[src/hw/sarc_pkg.sv]
// Summary of operation
// - enable bit gates every conversion start
// - power bit on; starts held for 5 us
// - mode field: single, differential, pseudo differential
// - trigger field selects pin, timers, continuous, logic
// - single software start, field returns to 000
// - positive mux five-bit field, upper bits zero
// - negative mux five-bit field, upper bits zero
// - completion sets status bit zero
// - reading result clears status bit
// - result sits in bits 27 to 16
// - reset register bit zero restores all defaults
// - gain register holds two six-bit codes
// - conversion start opens the sampling switches; the code opens them only once acquisition ends
// - complete once comparator rebalanced, code produced
// - differential mode uses both multiplexers
// - conversion is acquisition plus 19 converter clocks
// - divider field divides core clock by powers of two
// - acquisition field sets 2 to 64 clocks
// - busy high during conversion; done pulse raised
package sarc_pkg;

  localparam logic [31:0] ADDR_CTRL = 32'hffff_0500;
  localparam logic [31:0] ADDR_POS  = 32'hffff_0504;
  localparam logic [31:0] ADDR_NEG  = 32'hffff_0508;
  localparam logic [31:0] ADDR_STA  = 32'hffff_050c;
  localparam logic [31:0] ADDR_DAT  = 32'hffff_0510;
  localparam logic [31:0] ADDR_RST  = 32'hffff_0514;
  localparam logic [31:0] ADDR_GAIN = 32'hffff_0520;

  localparam logic [15:0] CTRL_RESET   = 16'h0a00;
  localparam logic [15:0] CTRL_WR_MASK = 16'hffbf;
  localparam logic [7:0]  SEL_RESET    = 8'h00;
  localparam logic [11:0] GAIN_RESET   = 12'h000;
  localparam logic [11:0] RESULT_RESET = 12'h000;

  localparam int CTRL_TRIG_LSB = 0;
  localparam int CTRL_MODE_LSB = 3;
  localparam int CTRL_PWR_BIT  = 5;
  localparam int CTRL_EN_BIT   = 7;
  localparam int CTRL_ACQ_LSB  = 8;
  localparam int CTRL_DIV_LSB  = 11;
  localparam int CTRL_BYPN_BIT = 14;
  localparam int CTRL_BYPP_BIT = 15;
  localparam int RESULT_LSB    = 16;
  localparam int GAIN0_LSB     = 6;
  localparam int GAIN1_LSB     = 0;

  localparam int RES_BITS    = 12;
  localparam int CONV_CLOCKS = 19;

  localparam int CLK_PERIOD_NS  = 25;
  localparam int PWRUP_TIME_US  = 5;
  localparam int PWRUP_CYCLES   = (PWRUP_TIME_US * 1000 + CLK_PERIOD_NS - 1) / CLK_PERIOD_NS;

  typedef enum logic [2:0] {
    TRIG_PIN    = 3'b000,
    TRIG_TIMER_ONE_TRIGGER = 3'b001,
    TRIG_TIMER_ZERO_TRIGGER = 3'b010,
    TRIG_SINGLE = 3'b011,
    TRIG_CONT   = 3'b100,
    TRIG_PLA    = 3'b101
  } sarc_trig_t;

  typedef enum logic [1:0] {
    MODE_SINGLE = 2'b00,
    MODE_DIFF   = 2'b01,
    MODE_PSEUDO = 2'b10
  } sarc_mode_t;

  typedef enum logic [1:0] {
    ST_IDLE = 2'b00,
    ST_ACQ  = 2'b01,
    ST_CONV = 2'b10
  } sarc_state_t;

  // codes above 101 clamp to the slowest setting
  function automatic logic [2:0] code_clamp(input logic [2:0] code);
    code_clamp = (code > 3'h5) ? 3'h5 : code;
  endfunction

endpackage

[src/hw/sarc_top.sv]
// The APB slave port was left to the implementer.
`timescale 1ns/1ps
`default_nettype none
module sarc_top (
  // clock and reset
  input  wire logic        pclk,
  input  wire logic        presetn,
  // apb slave
  input  wire logic        psel,
  input  wire logic        penable,
  input  wire logic        pwrite,
  input  wire logic [31:0] paddr,
  input  wire logic [31:0] pwdata,
  output logic      [31:0] prdata,
  output logic             pready,
  output logic             pslverr,
  // conversion triggers
  input  wire logic        external_convert_start_pin,
  input  wire logic        timer_zero_trigger,
  input  wire logic        timer_one_trigger,
  input  wire logic        programmable_logic_array_trigger,
  // comparator from the capacitive dacs
  input  wire logic        comparator_in,
  // analog front end control
  output logic             power_enable,
  output logic             sample_switch_closed,
  output logic      [1:0]  conversion_mode,
  output logic      [4:0]  positive_select,
  output logic      [4:0]  negative_select,
  output logic             negative_input_connect,
  output logic      [5:0]  gain_code_channel_zero,
  output logic      [5:0]  gain_code_channel_one,
  output logic             buffer_bypass_pos,
  output logic             buffer_bypass_neg,
  output logic      [11:0] sar_dac_code,
  // status
  output logic             converter_busy,
  output logic             conversion_done
);

  logic [15:0] ctrl_q;
  logic [4:0]  pos_q;
  logic [4:0]  neg_q;
  logic        status_q;
  logic [11:0] result_q;
  logic [11:0] gain_q;
  logic [31:0] prdata_q;
  logic        single_pend_q;
  logic [7:0]  pwr_cnt_q;
  logic [2:0]  pin_sync_q;
  logic        pin_level_q;
  logic        pin_level_d;
  logic        pin_rise;
  sarc_pkg::sarc_state_t state_q;
  logic [6:0]  acq_cnt_q;
  logic [4:0]  bit_cnt_q;
  logic [11:0] sar_q;
  logic [11:0] trial_q;
  logic        tick;

  logic        acc;
  logic        wr;
  logic        wr_ctrl;
  logic        rd_dat;
  logic        soft_rst;
  logic        hit;
  logic [2:0]  trig;
  logic [1:0]  mode;
  logic        pwr_ready;
  logic        trig_event;
  logic        start;
  logic        done;
  logic        abort;
  logic [6:0]  acq_len;

  assign acc      = psel && penable;
  assign wr       = acc && pwrite;
  assign wr_ctrl  = wr && (paddr == sarc_pkg::ADDR_CTRL);
  assign rd_dat   = acc && !pwrite && (paddr == sarc_pkg::ADDR_DAT);
  assign soft_rst = wr && (paddr == sarc_pkg::ADDR_RST) && pwdata[0];
  assign hit      = (paddr == sarc_pkg::ADDR_CTRL) || (paddr == sarc_pkg::ADDR_POS) ||
                    (paddr == sarc_pkg::ADDR_NEG)  || (paddr == sarc_pkg::ADDR_STA) ||
                    (paddr == sarc_pkg::ADDR_DAT)  || (paddr == sarc_pkg::ADDR_RST) ||
                    (paddr == sarc_pkg::ADDR_GAIN);

  // zero wait states; read data is latched in the setup cycle
  assign pready  = 1'b1;
  assign pslverr = acc && !hit;
  assign prdata  = prdata_q;

  assign trig = ctrl_q[sarc_pkg::CTRL_TRIG_LSB +: 3];
  assign mode = ctrl_q[sarc_pkg::CTRL_MODE_LSB +: 2];

  // control register; bit six is never stored
  always_ff @(posedge pclk or negedge presetn) begin
    if (!presetn) begin
      ctrl_q <= sarc_pkg::CTRL_RESET;
    end else if (soft_rst) begin
      ctrl_q <= sarc_pkg::CTRL_RESET;
    end else if (wr_ctrl) begin
      ctrl_q <= pwdata[15:0] & sarc_pkg::CTRL_WR_MASK;
    end else if (done && trig == sarc_pkg::TRIG_SINGLE) begin
      ctrl_q[sarc_pkg::CTRL_TRIG_LSB +: 3] <= sarc_pkg::TRIG_PIN;
    end
  end

  // channel and gain registers
  always_ff @(posedge pclk or negedge presetn) begin
    if (!presetn) begin
      pos_q  <= sarc_pkg::SEL_RESET[4:0];
      neg_q  <= sarc_pkg::SEL_RESET[4:0];
      gain_q <= sarc_pkg::GAIN_RESET;
    end else if (soft_rst) begin
      pos_q  <= sarc_pkg::SEL_RESET[4:0];
      neg_q  <= sarc_pkg::SEL_RESET[4:0];
      gain_q <= sarc_pkg::GAIN_RESET;
    end else if (wr) begin
      if (paddr == sarc_pkg::ADDR_POS) begin
        pos_q <= pwdata[4:0];
      end
      if (paddr == sarc_pkg::ADDR_NEG) begin
        neg_q <= pwdata[4:0];
      end
      if (paddr == sarc_pkg::ADDR_GAIN) begin
        gain_q <= pwdata[11:0];
      end
    end
  end

  // status: a completion in the same cycle as a result read wins
  always_ff @(posedge pclk or negedge presetn) begin
    if (!presetn) begin
      status_q <= 1'b0;
    end else if (done) begin
      status_q <= 1'b1;
    end else if (soft_rst || rd_dat) begin
      status_q <= 1'b0;
    end
  end

  always_ff @(posedge pclk or negedge presetn) begin
    if (!presetn) begin
      result_q <= sarc_pkg::RESULT_RESET;
    end else if (done) begin
      result_q <= sar_q;
    end else if (soft_rst) begin
      result_q <= sarc_pkg::RESULT_RESET;
    end
  end

  // read mux, captured when the setup cycle is seen
  always_ff @(posedge pclk or negedge presetn) begin
    if (!presetn) begin
      prdata_q <= 32'h0000_0000;
    end else if (psel && !penable && !pwrite) begin
      case (paddr)
        sarc_pkg::ADDR_CTRL: prdata_q <= {16'h0000, ctrl_q};
        sarc_pkg::ADDR_POS:  prdata_q <= {27'h000_0000, pos_q};
        sarc_pkg::ADDR_NEG:  prdata_q <= {27'h000_0000, neg_q};
        sarc_pkg::ADDR_STA:  prdata_q <= {31'h0000_0000, status_q};
        sarc_pkg::ADDR_DAT:  prdata_q <= {4'h0, result_q, 16'h0000};
        sarc_pkg::ADDR_GAIN: prdata_q <= {20'h0_0000, gain_q};
        default:             prdata_q <= 32'h0000_0000;
      endcase
    end
  end

  // settling time after power-up before any start
  always_ff @(posedge pclk or negedge presetn) begin
    if (!presetn) begin
      pwr_cnt_q <= 8'h00;
    end else if (!ctrl_q[sarc_pkg::CTRL_PWR_BIT]) begin
      pwr_cnt_q <= 8'h00;
    end else if (!pwr_ready) begin
      pwr_cnt_q <= pwr_cnt_q + 8'h01;
    end
  end
  assign pwr_ready = (pwr_cnt_q == 8'(sarc_pkg::PWRUP_CYCLES));

  // external pin: three stages, a level counts once the last two agree
  always_ff @(posedge pclk or negedge presetn) begin
    if (!presetn) begin
      pin_sync_q  <= 3'h0;
      pin_level_q <= 1'b0;
    end else begin
      pin_sync_q  <= {pin_sync_q[1:0], external_convert_start_pin};
      pin_level_q <= pin_level_d;
    end
  end
  assign pin_level_d = (pin_sync_q[2] == pin_sync_q[1]) ? pin_sync_q[2] : pin_level_q;
  assign pin_rise    = pin_level_d && !pin_level_q;

  // single software start survives until the sequencer takes it
  always_ff @(posedge pclk or negedge presetn) begin
    if (!presetn) begin
      single_pend_q <= 1'b0;
    end else if (soft_rst) begin
      single_pend_q <= 1'b0;
    end else if (wr_ctrl) begin
      single_pend_q <= (pwdata[sarc_pkg::CTRL_TRIG_LSB +: 3] == sarc_pkg::TRIG_SINGLE);
    end else if (start) begin
      single_pend_q <= 1'b0;
    end
  end

  always_comb begin
    case (trig)
      sarc_pkg::TRIG_PIN:    trig_event = pin_rise;
      sarc_pkg::TRIG_TIMER_ONE_TRIGGER: trig_event = timer_one_trigger;
      sarc_pkg::TRIG_TIMER_ZERO_TRIGGER: trig_event = timer_zero_trigger;
      sarc_pkg::TRIG_SINGLE: trig_event = single_pend_q;
      sarc_pkg::TRIG_CONT:   trig_event = 1'b1;
      sarc_pkg::TRIG_PLA:    trig_event = programmable_logic_array_trigger;
      default:               trig_event = 1'b0;
    endcase
  end

  assign start = (state_q == sarc_pkg::ST_IDLE) && trig_event && pwr_ready && !soft_rst &&
                 ctrl_q[sarc_pkg::CTRL_EN_BIT] &&
                 (mode != 2'b11);
  assign abort = soft_rst || !ctrl_q[sarc_pkg::CTRL_PWR_BIT];
  assign done  = (state_q == sarc_pkg::ST_CONV) && tick && !abort &&
                 (bit_cnt_q == 5'(sarc_pkg::CONV_CLOCKS - 1));

  always_comb begin
    case (sarc_pkg::code_clamp(ctrl_q[sarc_pkg::CTRL_ACQ_LSB +: 3]))
      3'h0:    acq_len = 7'h02;
      3'h1:    acq_len = 7'h04;
      3'h2:    acq_len = 7'h08;
      3'h3:    acq_len = 7'h10;
      3'h4:    acq_len = 7'h20;
      default: acq_len = 7'h40;
    endcase
  end

  sarc_clkdiv u_clkdiv (
    .pclk     (pclk),
    .presetn  (presetn),
    .div_code (ctrl_q[sarc_pkg::CTRL_DIV_LSB +: 3]),
    .restart  (start),
    .tick     (tick)
  );

  // sequencer: acquisition, then 19 converter clocks
  always_ff @(posedge pclk or negedge presetn) begin
    if (!presetn) begin
      state_q   <= sarc_pkg::ST_IDLE;
      acq_cnt_q <= 7'h00;
      bit_cnt_q <= 5'h00;
    end else if (abort) begin
      state_q <= sarc_pkg::ST_IDLE;
    end else begin
      case (state_q)
        sarc_pkg::ST_IDLE: begin
          if (start) begin
            state_q   <= sarc_pkg::ST_ACQ;
            acq_cnt_q <= 7'h00;
          end
        end
        sarc_pkg::ST_ACQ: begin
          if (tick) begin
            if (acq_cnt_q == acq_len - 7'h01) begin
              state_q   <= sarc_pkg::ST_CONV;
              bit_cnt_q <= 5'h00;
            end else begin
              acq_cnt_q <= acq_cnt_q + 7'h01;
            end
          end
        end
        sarc_pkg::ST_CONV: begin
          if (tick) begin
            if (done) begin
              state_q <= sarc_pkg::ST_IDLE;
            end else begin
              bit_cnt_q <= bit_cnt_q + 5'h01;
            end
          end
        end
        default: state_q <= sarc_pkg::ST_IDLE;
      endcase
    end
  end

  // binary search: keep the trial bit while the comparator says input is above
  always_ff @(posedge pclk or negedge presetn) begin
    if (!presetn) begin
      sar_q   <= 12'h000;
      trial_q <= 12'h000;
    end else if (state_q == sarc_pkg::ST_ACQ) begin
      sar_q   <= 12'h800;
      trial_q <= 12'h800;
    end else if (state_q == sarc_pkg::ST_CONV && tick && trial_q != 12'h000) begin
      sar_q   <= (sar_q & ~trial_q) | (comparator_in ? trial_q : 12'h000) | (trial_q >> 1);
      trial_q <= trial_q >> 1;
    end
  end

  assign power_enable           = ctrl_q[sarc_pkg::CTRL_PWR_BIT];
  assign sample_switch_closed   = (state_q != sarc_pkg::ST_CONV);
  assign conversion_mode        = mode;
  assign positive_select        = pos_q;
  assign negative_select        = neg_q;
  // single-ended ties the negative side to ground inside the front end
  assign negative_input_connect = (mode == sarc_pkg::MODE_DIFF) ||
                                  (mode == sarc_pkg::MODE_PSEUDO);
  assign gain_code_channel_zero = gain_q[sarc_pkg::GAIN0_LSB +: 6];
  assign gain_code_channel_one  = gain_q[sarc_pkg::GAIN1_LSB +: 6];
  assign buffer_bypass_pos      = ctrl_q[sarc_pkg::CTRL_BYPP_BIT];
  assign buffer_bypass_neg      = ctrl_q[sarc_pkg::CTRL_BYPN_BIT];
  assign sar_dac_code           = sar_q;
  assign converter_busy         = (state_q != sarc_pkg::ST_IDLE);
  assign conversion_done        = done;

  a_enable_gates_start: assert property (@(posedge pclk) disable iff (!presetn)
    (state_q == sarc_pkg::ST_IDLE && !ctrl_q[sarc_pkg::CTRL_EN_BIT]) |=> !converter_busy)
    else $error("conversion started while disabled");

  a_powerup_holdoff: assert property (@(posedge pclk) disable iff (!presetn)
    $rose(power_enable) |=> !converter_busy [*8])
    else $error("conversion started inside power-up time");

  a_single_returns: assert property (@(posedge pclk) disable iff (!presetn)
    (done && trig == sarc_pkg::TRIG_SINGLE && !wr_ctrl && !soft_rst) |=>
    (trig == sarc_pkg::TRIG_PIN))
    else $error("single conversion code not returned");

  a_done_sets_flag: assert property (@(posedge pclk) disable iff (!presetn)
    conversion_done |=> (status_q && result_q == $past(sar_q)))
    else $error("completion did not set flag and result");

  a_read_clears: assert property (@(posedge pclk) disable iff (!presetn)
    (rd_dat && !done) |=> !status_q)
    else $error("result read did not clear flag");

  a_result_lane: assert property (@(posedge pclk) disable iff (!presetn)
    (psel && !penable && !pwrite && paddr == sarc_pkg::ADDR_DAT) |=>
    (prdata == {4'h0, $past(result_q), 16'h0000}))
    else $error("result not in bits 27 to 16");

  a_soft_reset: assert property (@(posedge pclk) disable iff (!presetn)
    soft_rst |=> (ctrl_q == sarc_pkg::CTRL_RESET && !status_q && pos_q == 5'h00 &&
    gain_q == 12'h000 && !converter_busy))
    else $error("soft reset left a register set");

  // checks the acquisition exit itself, not just the output decode
  a_switch_open: assert property (@(posedge pclk) disable iff (!presetn)
    (state_q == sarc_pkg::ST_ACQ && tick && !abort && acq_cnt_q == acq_len - 7'h01) |=>
    (!sample_switch_closed && converter_busy))
    else $error("switches closed during conversion");

  a_busy_falls: assert property (@(posedge pclk) disable iff (!presetn)
    conversion_done |-> converter_busy ##1 !converter_busy)
    else $error("busy did not fall at completion");

  a_reserved_mode: assert property (@(posedge pclk) disable iff (!presetn)
    (state_q == sarc_pkg::ST_IDLE && mode == 2'b11) |=> !converter_busy)
    else $error("conversion started in reserved mode");

endmodule
`default_nettype wire

[src/hw/sarc_clkdiv.sv]
`timescale 1ns/1ps
`default_nettype none
module sarc_clkdiv (
  // clock and reset
  input  wire logic       pclk,
  input  wire logic       presetn,
  // control
  input  wire logic [2:0] div_code,
  input  wire logic       restart,
  // converter clock enable
  output logic            tick
);

  logic [4:0] cnt_q;
  logic [4:0] limit;

  // divide by 1, 2, 4, 8, 16, 32
  assign limit = 5'((6'h01 << sarc_pkg::code_clamp(div_code)) - 6'h01);
  assign tick  = !restart && (cnt_q >= limit);

  // restart aligns converter clocks to the start of a conversion
  always_ff @(posedge pclk or negedge presetn) begin
    if (!presetn) begin
      cnt_q <= 5'h00;
    end else if (restart || tick) begin
      cnt_q <= 5'h00;
    end else begin
      cnt_q <= cnt_q + 5'h01;
    end
  end

endmodule
`default_nettype wire

[config.mk]
export PLATFORM = sky130hd
export DESIGN_NAME = sarc_top
export DESIGN_NICKNAME = d
export VERILOG_FILES = /design/src/hw/sarc_pkg.sv /design/src/hw/sarc_top.sv /design/src/hw/sarc_clkdiv.sv
export SDC_FILE = /design/constraint.sdc
export NUM_CORES = 1
export LEC_CHECK = 0
export BUFFER_PORTS_ARGS = -buffer_cell sky130_fd_sc_hd__buf_2
export CAP_MARGIN = 25
export CORE_UTILIZATION = 50
export DETAILED_ROUTE_END_ITERATION = 16
export PLACE_DENSITY = 0.74
export SYNTH_ARGS = -nofsm -noshare
export SYNTH_HDL_FRONTEND = slang
export SYNTH_SLANG_ARGS = --single-unit
[constraint.sdc]
create_clock -name pclk -period 4.3 [get_ports pclk]
set_input_delay 0.86 -clock pclk [delete_from_list [all_inputs] [get_ports pclk]]
set_output_delay 0.86 -clock pclk [all_outputs]
set_load 0.01 [all_outputs]
==> impl_metrics.toml <==
[status]
outcome = "finished, final reports clean"

[timing]
fin_crit_sh = 0.8649
rsz0062_at_grt = "no"
slew_viol_final = 0
setup_tns_ns = 0
worstMarginPinSlew_ns = 0.8020
clock_skew_ns = 0.007173
slew_headroom = 0.4653
clock.fmax_ghz = 0.2689
setup_viol = 0
final-hold-violation-count = 0
period_needed_ns = 3.719

[final_layout]
seq_area_um2 = 3356
antenna_cells = 0
drive_above_1_share = 0.2785
layout_commonest_cell = "dfrtp_1"
multiInputGateArea_um2 = 3187
final_core_util = 0.6122
final_cell_mix = "dfrtp_1, buf_2, nand2_1"
fillers = 1117
instances_no_fill = 973
area_growth_pct = 19.16
fin_nets = 872

[cts]
clkTransAtPathRegs_ns = 0.06
cts_root_buffer = "clkbuf_16"
clock_path_buffers = 2
cts_resized = 0
cts_tree = "yes"
numClockSinks = 134
cts_setup_buffers = 0
cts_hold_buffers = 0
numCtsBuffers = 17
htree_levels = 4
clk_latency_ns = 0.42

[drt]
drtIter0Drc = 384
viasPerCell = 5.788
drt-wirelength-per-cell_um = 17.23
postRouteAntennaNets = 0
route.detailed.drc = 0
vias = 5632
drt-total-wl_um = 16760
firstDrtPassIters = 5

[place]
globalplace.congestion = 0.8452
dp_cells = 940
dp_hpwl_um = 11830
port_buffers = 129

[synthesis]
synth_area_leaders = "dfrtp_1, mux2i_1, nand2_1"
ys_types = 75
synth_top_area_frac = 0.4855
postSynthCellCount = 661
yosysWarnings = 0
syn-cell-area_um2 = 6804
synth_ff_type = "dfrtp_1"
synth_top_area_cell = "dfrtp_1"
synth-edff-count = 0
synthArstFlopShare = 1.000
syn_avg_cell_area_um2 = 10.29
synth-seq-cells = 134
synth_seq_area_share = 0.4932

[critical_path]
critPathMaxFanout = 6
worstReg2RegEnd = "sar_dac_code[8]"
worstReg2RegStart = "ctrl_q[12]"
cp_data_arrival_time_ns = 2.86
cp-start-kind = "flop"
critPathMaxStageDelay_ns = 0.43
worstSetupPathType = "reg -> out"
cpMaxStageDelayCell = "dfrtp_1"
worstSetupEndpointType = "primary output"
crit_chain = "or3_1 > ha_1 > xnor2_1 > ha_1 > a21o_1 > a31oi_1 > o21ai_1 > nand2_1 > nor2_1 > buf_2"
rr_worst_depth = 10
cp_common_cell = "ha_1"
r2r_slack_ns = 1.05
crit_required_ns = 3.44

[die]
core_um2 = 13240
die_w_um = 118.7
die_h_um = 118.7
dieArea_um2 = 14080
rows = 42
start_util = 0.5138
ios = 151

[worst_hold_path]
hold_end = "pin_sync_q[1]"
worstHoldPathType = "reg -> reg"
worstHoldStart = "pin_sync_q[0]"
worstHoldPathCells = 0

[power_and_ir_drop]
p_leak_uw = 0.003815
ir_drop_v = 0.0002829
powerDensity_nw_per_um2 = 331.5

[grt]
track_usage = 0.2474
grt_pass1_vias = 5351
grt_pass1_wl_um = 27030
overflow = 0
antenna_found_initial = 0
grt_max_degree = 75

[flow_run]
cap_viol_max_count = 0
## cells in the mapped netlist (6+ instances only)
master	number
or2_2	13
nor2_1	46
nand4_1	10
nand2b_1	6
buf_2	10
a22oi_1	8
nor2_2	17
nand3_1	24
nor3_1	21
clkbuf_1	16
inv_1	18
o21ai_0	14
nor4b_1	13
ha_1	14
xnor2_1	8
a22o_1	19
nand2_1	57
a21oi_1	34
or3_1	8
buf_4	7
mux2i_1	47
and2_1	8
and3_1	6
nor2b_1	9
o21ai_1	17
dfrtp_1	132
## worst max-delay path, delay by kind of cell, from the launching register on
| family | cells | cell delay, ns |
|---|---|---|
| AO/OA/AOI/OAI | 3 | 0.62 |
| flip-flops | 1 | 0.43 |
| XOR/XNOR | 1 | 0.16 |
| adder cells (fa/ha/maj) | 2 | 0.47 |
| buffers and inverters | 1 | 0.16 |
| AND/OR/NAND/NOR | 3 | 0.58 |
## metal layers
metal / GRT usage / vias to the layer above / share of wire
met5: 0 / - / 0
met4: 0.08149 / 0 / 0.016
met3: 0.05598 / 19 / 0.068
met2: 0.4141 / 226 / 0.50
met1: 0.3169 / 2776 / 0.41
li1: - / 2611 / -
## worst max path at each step
stage	startpoint	end	slack [ns]	cells after the start
6_report	ctrl_q[12]	conversion_done	0.58	10
5_1_grt	ctrl_q[12]	conversion_done	0.38	10
4_1_cts	ctrl_q[12]	conversion_done	0.57	10
3_5_place_dp	paddr[2]	u_clkdiv.cnt_q[2]	1.02	8
3_3_place_gp	ctrl_q[12]	conversion_done	1.09	10
2_1_floorplan	ctrl_q[12]	conversion_done	0.97	10
## where the power goes
part / internal (uW) / switching [uW]
combinational: 31.2 / 64.2
clock: 789 / 538
sequential: 1260 / 1.35
## state kept, by name, indices dropped and copies added, names as in the netlist
signal           count
single_pend_q        1
pin_sync_q           3
pin_level_q          1
status_q             1
negative_select      5
state_q              2
positive_select      5
pwr_cnt_q            8
gain_q              12
acq_cnt_q            7
sar_dac_code        12
trial_q             12
ctrl_q              15
bit_cnt_q            5
u_clkdiv.cnt_q       5
result_q            12
prdata              28
## per-stage QoR
stage,power [uW],worst slack (ns),hold WS (ns),area [um^2]
after global routing,2778,0.3816,0.3502,8108
after CTS,2717,0.5714,0.3491,8093
after floorplan,1317,0.9654,0.3312,6815
final,2688,0.5809,0.3470,8108
after detailed placement,1384,1.017,0.3364,7551
after global placement,1380,1.095,0.3393,7551
## cell families after synthesis
group	Yosys count	synth area share
AO/OA/AOI/OAI	129	0.1295
other	2	0.001104
buffers and inverters	55	0.04119
flip-flops	134	0.4932
adder cells (fa/ha/maj)	15	0.02722
multiplexers	48	0.07080
XOR/XNOR	11	0.01416
AND/OR/NAND/NOR	267	0.2229
## final cells by class
class | count | share of cell area
Clock buffer | 19 | 0.05340
Timing Repair Buffer | 138 | 0.09074
Clock inverter | 13 | 0.01343
Tap cell | 176 | 0.02716
Multi-Input combinational cell | 475 | 0.3931
Sequential cell | 134 | 0.4139
Inverter | 18 | 0.008333
Power figures use the tool's default switching activity.
